[config.mk]
export PLATFORM = sky130hd
export DESIGN_NAME = magnetometer_result_readout
export DESIGN_NICKNAME = d
export VERILOG_FILES = /design/src/sample_hold.v /design/src/magnetometer_result_readout.v
export VERILOG_INCLUDE_DIRS = /design/src /design/src/shared
export SDC_FILE = /design/constraint.sdc
export NUM_CORES = 1
export LEC_CHECK = 0
export ABC_AREA = 0
export BUFFER_PORTS_ARGS = -buffer_cell sky130_fd_sc_hd__buf_4
export CORE_MARGIN = 1
export CORE_UTILIZATION = 45
export CTS_BUF_LIST = sky130_fd_sc_hd__clkbuf_2 sky130_fd_sc_hd__clkbuf_4 sky130_fd_sc_hd__clkbuf_8
export DETAILED_ROUTE_END_ITERATION = 6
export PLACE_DENSITY_LB_ADDON = 0.08
export SLEW_MARGIN = 10
export SYNTH_ARGS = -nofsm -noshare
export SYNTH_HDL_FRONTEND = slang
export SYNTH_SLANG_ARGS = --single-unit
[constraint.sdc]
create_clock -name core_clk -period 1.79 [get_ports core_clk]
set_input_delay 0.2685 -clock core_clk [delete_from_list [all_inputs] [get_ports core_clk]]
set_output_delay 0.2685 -clock core_clk [all_outputs]
set_load 0.005 [all_outputs]
[src/shared/result_readout_defines.vh]
// Constants for the magnetometer result readout block.
// Assumes byte-wide register addresses from the serial interface.
`ifndef RESULT_READOUT_DEFINES_VH
`define RESULT_READOUT_DEFINES_VH

// Register addresses
`define ADDR_IDENT 8'h40
`define ADDR_RSVD 8'h41
`define ADDR_X_LOW 8'h42
`define ADDR_X_HIGH 8'h43
`define ADDR_Y_LOW 8'h44
`define ADDR_Y_HIGH 8'h45
`define ADDR_Z_LOW 8'h46
`define ADDR_Z_HIGH 8'h47
`define ADDR_R_LOW 8'h48
`define ADDR_R_HIGH 8'h49
`define ADDR_INT_FLAGS 8'h4A

// Result widths
`define XY_WIDTH 13
`define Z_WIDTH 15
`define R_WIDTH 14

// Reset and fixed values
`define BYTE_ZERO 8'h00
`define CHECK_DEFAULT 1'b1
`define ADDR_ZERO 8'h00
// Arbitrary neutral identification value
`define IDENT_VALUE 8'hA5

`endif

[src/sample_hold.v]
// Holds one axis result plus its check flag.
// Assumes load strobes come from logic on core_clk.
module sample_hold #(
   parameter WIDTH = 13
) (
   // Clock and reset
   input wire core_clk,
   input wire rst_b,
   // New sample
   input wire load,
   input wire clearValue,
   input wire [WIDTH-1:0] newValue,
   input wire loadCheck,
   input wire newCheck,
   // Held result
   output reg [WIDTH-1:0] value,
   output reg checkFlag
);

   always @(posedge core_clk or negedge rst_b) begin
      if (!rst_b) begin
         value <= {WIDTH{1'b0}};
         checkFlag <= 1'b1;
      end else begin
         if (clearValue) begin
            value <= {WIDTH{1'b0}};
         end else if (load) begin
            value <= newValue;
         end
         if (loadCheck) begin
            checkFlag <= newCheck;
         end
      end
   end

endmodule

[src/magnetometer_result_readout.v]
// Read-only result and status registers of the three-axis field sensor.
// Assumes the serial interface issues single-cycle reads on core_clk and
// that measurement logic delivers samples as one-cycle strobes.
`include "result_readout_defines.vh"

////////////////////////////////////////////////////////////////////////////////
module magnetometer_result_readout (
   // Clock and reset
   input wire core_clk,
   input wire rst_b,
   // Control from the device core
   input wire powerControl,
   input wire xEnable,
   input wire yEnable,
   input wire zEnable,
   // New measurement sample
   input wire sampleStrobe,
   input wire [`XY_WIDTH-1:0] xSample,
   input wire [`XY_WIDTH-1:0] ySample,
   input wire [`Z_WIDTH-1:0] zSample,
   input wire [`R_WIDTH-1:0] rSample,
   // Self-test outcome
   input wire checkStrobe,
   input wire xCheck,
   input wire yCheck,
   input wire zCheck,
   // Status from the interrupt engine
   input wire readyStatus,
   input wire [7:0] intStatus,
   // Register read port
   input wire readStrobe,
   input wire burstActive,
   input wire [7:0] readAddr,
   output reg [7:0] readData,
   output wire suspended
);

   ////////////////////////////////////////////////////////////////////////////
   // Shadow copies of the live results

   wire [`XY_WIDTH-1:0] xLive;
   wire [`XY_WIDTH-1:0] yLive;
   wire [`Z_WIDTH-1:0] zLive;
   wire [`R_WIDTH-1:0] rLive;
   wire xCheckLive;
   wire yCheckLive;
   wire zCheckLive;
   wire unusedCheck;

   // Samples only land while powered; in suspend ~zEnable still clears the R result
   wire takeSample = sampleStrobe & powerControl;
   wire takeCheck = checkStrobe & powerControl;

   sample_hold #(.WIDTH(`XY_WIDTH)) xHold (
      .core_clk(core_clk),
      .rst_b(rst_b),
      .load(takeSample & xEnable),
      .clearValue(1'b0),
      .newValue(xSample),
      .loadCheck(takeCheck),
      .newCheck(xCheck),
      .value(xLive),
      .checkFlag(xCheckLive)
   );

   sample_hold #(.WIDTH(`XY_WIDTH)) yHold (
      .core_clk(core_clk),
      .rst_b(rst_b),
      .load(takeSample & yEnable),
      .clearValue(1'b0),
      .newValue(ySample),
      .loadCheck(takeCheck),
      .newCheck(yCheck),
      .value(yLive),
      .checkFlag(yCheckLive)
   );

   sample_hold #(.WIDTH(`Z_WIDTH)) zHold (
      .core_clk(core_clk),
      .rst_b(rst_b),
      .load(takeSample & zEnable),
      .clearValue(1'b0),
      .newValue(zSample),
      .loadCheck(takeCheck),
      .newCheck(zCheck),
      .value(zLive),
      .checkFlag(zCheckLive)
   );

   sample_hold #(.WIDTH(`R_WIDTH)) rHold (
      .core_clk(core_clk),
      .rst_b(rst_b),
      .load(takeSample),
      .clearValue(~zEnable),
      .newValue(rSample),
      .loadCheck(1'b0),
      .newCheck(1'b0),
      .value(rLive),
      .checkFlag(unusedCheck)
   );

   ////////////////////////////////////////////////////////////////////////////
   // Snapshot frozen for the length of a burst

   // Without it a sample landing mid-burst could pair old low with new high
   reg burstSeen;
   reg [`XY_WIDTH-1:0] xSnap;
   reg [`XY_WIDTH-1:0] ySnap;
   reg [`Z_WIDTH-1:0] zSnap;
   reg [`R_WIDTH-1:0] rSnap;
   reg [2:0] checkSnap;

   always @(posedge core_clk or negedge rst_b) begin
      if (!rst_b) begin
         burstSeen <= 1'b0;
         xSnap <= {`XY_WIDTH{1'b0}};
         ySnap <= {`XY_WIDTH{1'b0}};
         zSnap <= {`Z_WIDTH{1'b0}};
         rSnap <= {`R_WIDTH{1'b0}};
         checkSnap <= {3{`CHECK_DEFAULT}};
      end else begin
         burstSeen <= burstActive;
         if (!burstActive) begin
            xSnap <= xLive;
            ySnap <= yLive;
            zSnap <= zLive;
            rSnap <= rLive;
            checkSnap <= {zCheckLive, yCheckLive, xCheckLive};
         end
      end
   end

   // Before the first cycle of a burst the snapshot tracks live values
   wire useSnap = burstActive & burstSeen;
   wire [`XY_WIDTH-1:0] xView = useSnap ? xSnap : xLive;
   wire [`XY_WIDTH-1:0] yView = useSnap ? ySnap : yLive;
   wire [`Z_WIDTH-1:0] zView = useSnap ? zSnap : zLive;
   wire [`R_WIDTH-1:0] rView = useSnap ? rSnap : rLive;
   wire [2:0] checkView = useSnap ? checkSnap : {zCheckLive, yCheckLive, xCheckLive};

   ////////////////////////////////////////////////////////////////////////////
   // Read decode

   reg [7:0] next_readData;

   always @* begin
      case (readAddr)
         `ADDR_IDENT: next_readData = powerControl ? `IDENT_VALUE : `BYTE_ZERO;
         `ADDR_RSVD: next_readData = `BYTE_ZERO;
         `ADDR_X_LOW: next_readData = {xView[4:0], 2'b00, checkView[0]};
         `ADDR_X_HIGH: next_readData = xView[12:5];
         `ADDR_Y_LOW: next_readData = {yView[4:0], 2'b00, checkView[1]};
         `ADDR_Y_HIGH: next_readData = yView[12:5];
         `ADDR_Z_LOW: next_readData = {zView[6:0], checkView[2]};
         `ADDR_Z_HIGH: next_readData = zView[14:7];
         `ADDR_R_LOW: next_readData = {rView[5:0], 1'b0, readyStatus};
         `ADDR_R_HIGH: next_readData = rView[13:6];
         // Bit 7 overrun, 6 overflow, 5..3 high z/y/x, 2..0 low z/y/x
         `ADDR_INT_FLAGS: next_readData = intStatus;
         default: next_readData = `BYTE_ZERO;
      endcase
   end

   always @(posedge core_clk or negedge rst_b) begin
      if (!rst_b) begin
         readData <= `BYTE_ZERO;
      end else if (readStrobe) begin
         readData <= next_readData;
      end
   end

   assign suspended = ~powerControl;

endmodule

==> results of run 1 <==
[power by group]
group | internal (mW) | switching, mW | total [mW]
combinational | 0.731 | 0.498 | 1.23
sequential | 3.30 | 0.309 | 3.61
clock | 1.66 | 1.12 | 2.78
[how the worst max path moves through the flow]
stage	endpoint	slack, ns	cells past startpoint
after global placement	readData[6]$_DFFE_PN0P_	-0.008	6
after CTS	readData[1]$_DFFE_PN0P_	0.04	6
after detailed placement	readData[6]$_DFFE_PN0P_	-0.07	6
after floorplan	readData[0]$_DFFE_PN0P_	0.15	6
final	readData[1]$_DFFE_PN0P_	0.04	6
after global routing	readData[3]$_DFFE_PN0P_	-0.03	5
[cells in the final DEF, fill, tap and decap left out, types with 4 or more instances in the layout]
cell type  count
mux2_2       105
clkbuf_8      20
buf_12         8
nand3_1        9
a21oi_1        8
o21ai_0        9
and2_1         4
and3_1         8
o221ai_1       7
o22ai_1        5
dfrtp_1      118
inv_1          7
nand2_1       42
bufinv_16      4
mux2i_2        4
mux2i_1       32
a21boi_0      21
buf_4        120
dfstp_2        6
mux4_2         4
nor2b_1        5
nor3_1         8
o211ai_1       7
[worst max-delay path, stage by stage (launching register included)]
cell,delay (ns)
dfrtp_2,0.48
nand2_8,0.14
buf_4,0.16
mux4_2,0.52
nand3_1,0.11
o311a_1,0.17
o2bb2ai_1,0.06
[Yosys cell counts, types with 4 or more instances]
cell type	number
dfrtp_1	119
mux2_2	106
nand2_1	42
mux2i_1	36
a21boi_0	21
buf_2	14
clkbuf_1	10
nand3_1	9
nor3_1	9
o21ai_0	9
a21oi_1	8
and3_1	8
inv_1	7
o211ai_1	7
o221ai_1	7
dfstp_2	6
buf_4	5
buf_6	5
nor2b_1	5
o22ai_1	5
and2_1	4
mux4_2	4
[cell type report]
cell class	instances	area, um2
Clock buffer	22	290
Timing Repair Buffer	130	1090
Fill cell	1115	5530
Multi-Input combinational cell	329	2840
Inverter	8	30.0
Sequential cell	125	3140
Clock inverter	10	161
Tap cell	176	220
[what timing repair did]
action                                  4_1_cts  5_1_grt
hold buffers                                  1        0
hold endpoints to repair                     31        0
endpoints found under the setup margin        1        7
pin swaps                                     1        5
buffers inserted                              0        3
gates resized for setup                       3        9
gates cloned                                  0        1
[state kept, by name, summed over array words and instances, names as in the netlist]
register         flops
zHold.value         15
zSnap               15
rHold.value         14
rSnap               14
xHold.value         13
xSnap               13
yHold.value         13
ySnap               13
readData             8
checkSnap            3
burstSeen            1
xHold.checkFlag      1
yHold.checkFlag      1
zHold.checkFlag      1
[routing by layer]
layer,GRT usage [%],vias to the layer above
met1,30.4,2215
met3,5.65,22
met4,9.81,0
li1,-,2061
met5,0,-
met2,38.4,103
[through the flow]
stage	utilization [%]	setup TNS (ns)	cells	hold slack [ns]	area (um2)
after floorplan	-	0	495	-0.0271	6160
after global placement	54.3	-0.00759	763	0.268	7220
after detailed placement	54.3	-0.0651	763	0.262	7220
after CTS	57.9	0	796	0.0237	7690
after global routing	58.4	-0.0380	800	0.0275	7770
final	58.4	0	800	0.0452	7770
[cells by family (layout without fill, tap and decap cells)]
family                 count (synthesis)  in the layout  share of synthesized area (%)
multiplexers                         146            146                           26.7
AND/OR/NAND/NOR                       98             99                           8.50
flip-flops                           125            125                           50.9
buffers and inverters                 42            170                           3.76
AO/OA/AOI/OAI                         84             84                           10.1
==> flow_summary_export.csv, run 1 <==
group,metric,value,unit
outcome,outcome,"finished clean",
routing,highest_layer,"met4",
logic_synthesis,synthesis.instances,495,
power,irDropWorstVdd,0.505,mV
place,dp_hpwl,11600,um
critical_path,worstPathArrival,2.09,ns
worst_hold_path,hold_depth,2,
critical_path,cp-end-kind,"register",
global_route,grt_pass1_vias,4627,
cells_and_area,antenna_cells,0,
floorplan,die_y,119,um
cts,htreeDepth,4,
logic_synthesis,synth_edf_count,0,
global_route,grt_antenna_before_repair,0,
job,maxCapViolCount,0,
cts,cts_buffers,17,
cells_and_area,drive_gt1_share,47.3,%
timing,rsz0062_at_grt,"true",
critical_path,r2r_start,"burstSeen$_DFF_PN0_",
worst_hold_path,holdPathEnd,"yHold.value[11]$_DFFE_PN0P_",
floorplan,ioPinCount,94,
floorplan,row_count,42,
floorplan,die-area,14200,um2
logic_synthesis,postSynth.asyncResetShare,100,%
cells_and_area,final_nets,696,
logic_synthesis,synth_ff_type,"dfrtp_1",
timing,fin_crit,1.75,ns
critical_path,worstSetupStartpointType,"register",
timing,relSlewSlack,67.8,%
timing,tightest_slew,0.482,ns
routing,wl_met2,7490,um
timing,finalHoldViolCount,0,
global_route,grt_overflow,0,
critical_path,crit_type,"register to register",
cells_and_area,syn2layout_area_growth,26.2,%
critical_path,cp-startpoint,"burstSeen$_DFF_PN0_",
critical_path,required,2.13,ns
critical_path,path_max_fanout,6,
power,power.leakage,3.52,nW
place,gp_congestion,0.910,
floorplan,initial_utilization,46.3,%
floorplan,core,13300,um2
global_route,grt_start_max_net_pins,51,
cts,clock_sinks,125,
routing,route.detailed.drc,0,
logic_synthesis,synth_nets,580,
timing,drv_slew,0,
worst_hold_path,hp-start,"ySample[11]",
timing,worst_slack,0.0420,ns
routing,dr.pass1.iters,4,
routing,antenna_left,0,
routing,wl_met3,734,um
cts,cts_root_buf,"clkbuf_8",
place,port-buffer-count,93,
cts,clk_pin_slew_worst_paths,0.08,ns
logic_synthesis,ys_seq_area_share,50.9,%
logic_synthesis,synthDistinctLibCells,54,
logic_synthesis,ys_warn_count,0,
global_route,grt_first_pass_wirelength,24900,um
logic_synthesis,avgSynthCellArea,12.4,um2
power,p_total,7.61,mW
routing,vias,4401,
routing,vias_per_cell,5.50,
routing,wl_per_cell,19.5,um
worst_hold_path,min_path_type,"primary input to register",
timing,clock_skew,0.00873,ns
logic_synthesis,yosys-top-cells-area,"dfrtp_1, mux2_2, mux2i_1",
cts,cts_buffer_depth,2,
timing,fin_crit_sh,97.7,%
logic_synthesis,syn-cell-area,6160,um2
cts,cts_tree,"built",
routing,drt_iter0_markers,175,
critical_path,reg2regPathDepth,6,
critical_path,r2r-end,"readData[1]$_DFFE_PN0P_",
global_route,grtUsageTotal,23.7,%
routing,wl_met1,7040,um
logic_synthesis,synth_top_area_share,48.4,%
critical_path,r2r_slack,0.04,ns
power,pwr_density_cell,980,nW/um2
routing,wl,15600,um
logic_synthesis,synth-seq-cells,125,
timing,max_freq,0.572,GHz
cts,clkLatencyLatePin,0.45,ns
logic_synthesis,synth_top_area_cell,"dfrtp_1",
place,dpl_worst_slack,-0.0651,ns
timing,setup_viol,0,
floorplan,fp.dieW,119,um
Note: power is estimated with default switching activity, not from simulation.
==> inputs of run 2 (changes only) <==
Settings changed: CAP_MARGIN set to 25, SLEW_MARGIN 10 to 20.
Clock period 1.79 ns to 2.25 ns, I/O delays scaled along.
==> flow_summary_export.csv, run 2 (synthesis results as in run 1) <==
group,metric,value,unit
outcome,outcome,"finished clean",
routing,wl,15600,um
routing,vias_per_cell,5.51,
cts,htreeDepth,4,
floorplan,initial_utilization,46.3,%
routing,drt_iter0_markers,190,
power,power.internal,4.72,mW
floorplan,core,13300,um2
timing,max_freq,0.499,GHz
floorplan,die_y,119,um
critical_path,cp-end-kind,"register",
global_route,grt_overflow,0,
worst_hold_path,holdPathEnd,"xHold.value[10]$_DFFE_PN0P_",
timing,relSlewSlack,52.7,%
global_route,grt_start_max_net_pins,47,
cells_and_area,drive_gt1_share,43.9,%
timing,finalHoldViolCount,0,
power,combPwrFrac,15.1,%
critical_path,crit_type,"register to register",
power,pwr_density_cell,830,nW/um2
critical_path,r2r-end,"readData[4]$_DFFE_PN0P_",
cells_and_area,antenna_cells,0,
timing,drv_slew,0,
cells_and_area,syn2layout_area_growth,22.6,%
global_route,grt_antenna_before_repair,0,
cells_and_area,final_nets,675,
timing,rsz0062_at_grt,"false",
cts,cts_tree,"built",
routing,wl_per_cell,20.0,um
timing,fin_crit,2.00,ns
cts,cts_root_buf,"clkbuf_8",
place,dp_hpwl,11400,um
global_route,grt_pass1_vias,4477,
power,power.leakage,3.41,nW
routing,route.detailed.drc,0,
timing,tns,0,ns
floorplan,die-area,14200,um2
power,power_switching,1.54,mW
power,irDropWorstVdd,0.585,mV
critical_path,r2r_slack,0.25,ns
place,gp_congestion,0.887,
global_route,grt_first_pass_wirelength,25100,um
critical_path,path_max_fanout,24,
cells_and_area,layout_commonest_cell,"dfrtp_1",
worst_hold_path,hold_depth,2,
worst_hold_path,hp-start,"xSample[10]",
critical_path,required,2.56,ns
cts,cts_buffers,17,
routing,dr.pass1.iters,6,
cells_and_area,reg_top3,"zHold.value x15, zSnap x15",
job,maxCapViolCount,0,
floorplan,row_count,42,
place,port-buffer-count,93,
routing,antenna_left,0,
power,p_total,6.27,mW
cts,clkLatencyLatePin,0.45,ns
critical_path,reg2regPathDepth,6,
power,netSwitchingFraction,24.6,%
critical_path,worstSetupStartpointType,"register",
cts,post_cts.repair.setup_buffers,0,
critical_path,worstPathArrival,2.31,ns
cts,clock_sinks,125,
critical_path,r2r_start,"burstSeen$_DFF_PN0_",
floorplan,fp.dieW,119,um
power,p_clk_share,39.4,%
routing,vias,4289,
timing,tightest_slew,0.708,ns
cells_and_area,fillers,1111,
cells_and_area,final_cell_mix,"dfrtp_1, mux2_2, buf_4",
cts,cts_buffer_depth,2,
timing,setup_viol,0,
global_route,grtUsageTotal,24.1,%
worst_hold_path,min_path_type,"primary input to register",
power,seqPwrFrac,45.5,%
floorplan,ioPinCount,94,
timing,clock_skew,0.00923,ns
timing,fin_crit_sh,89.1,%
cts,clk_pin_slew_worst_paths,0.08,ns
-- run 2: cell count changes in the layout (fill, tap and decap cells not counted), sizes merged --
cell / previous run / this run
buf: 129 / 109
bufinv: 4 / 6
clkinv: 4 / 2
nand2: 46 / 45
-- run 2: power by group through the flow --
stage / clock [mW] / sequential (mW) / combinational, mW
after floorplan: 0 / 2.80 / 0.629
after global placement: 0 / 2.87 / 0.938
after detailed placement: 0 / 2.89 / 0.959
after CTS: 2.54 / 2.85 / 0.964
after global routing: 2.61 / 2.90 / 1.04
final: 2.47 / 2.85 / 0.946
-- run 2: layer usage --
metal	vias up	share of wire, %	track usage (%)
li1	2014	-	-
met1	2160	45	31.3
met2	99	49	39.3
met3	16	4.3	5.80
met4	0	1.4	8.62
met5	-	0	0
-- run 2: what timing repair did --
| action | in CTS | in global routing |
|---|---|---|
| endpoints found under the setup margin | 0 | 0 |
| hold buffers | 1 | 0 |
| resized for setup | 0 | 0 |
| endpoints found under the hold margin | 41 | 0 |
-- run 2: metrics by stage --
stage | cells | util (%) | hold WS, ns | area, um2 | setup slack (ns)
floorplan | 495 | - | 0.0419 | 6160 | 0.608
global placement | 746 | 52.9 | 0.419 | 7030 | 0.271
detailed placement | 746 | 52.9 | 0.418 | 7030 | 0.241
CTS | 779 | 56.7 | 0.0595 | 7540 | 0.243
global route | 779 | 56.7 | 0.0766 | 7540 | 0.171
finish | 779 | 56.7 | 0.110 | 7540 | 0.246
-- run 2: cell type report --
class	count	area, um2	share of cell area [%]
clock buffers	22	297	3.93
clock inverters	10	208	2.75
repair buffers	110	866	11.5
inverters	8	30.0	0.398
multi-input cells	328	2790	37.0
flip-flops and latches	125	3140	41.6
well taps	176	220	2.92
-- run 2: worst max-delay path, stage by stage (launching register included) --
cell	delay, ns
dfrtp_1	0.46
nand2_8	0.25
buf_12	0.21
mux2i_1	0.33
o22ai_1	0.14
a221oi_1	0.32
o221ai_1	0.14
-- run 2: worst max-delay path by stage --
stage / depth (start not counted) / slack (ns) / from / endpoint
floorplan: 6 / 0.61 / burstActive / readData[0]$_DFFE_PN0P_
global placement: 7 / 0.27 / burstActive / readData[7]$_DFFE_PN0P_
detailed placement: 7 / 0.24 / burstActive / readData[4]$_DFFE_PN0P_
CTS: 6 / 0.24 / burstSeen$_DFF_PN0_ / readData[4]$_DFFE_PN0P_
global route: 6 / 0.17 / burstSeen$_DFF_PN0_ / readData[4]$_DFFE_PN0P_
finish: 6 / 0.25 / burstSeen$_DFF_PN0_ / readData[4]$_DFFE_PN0P_
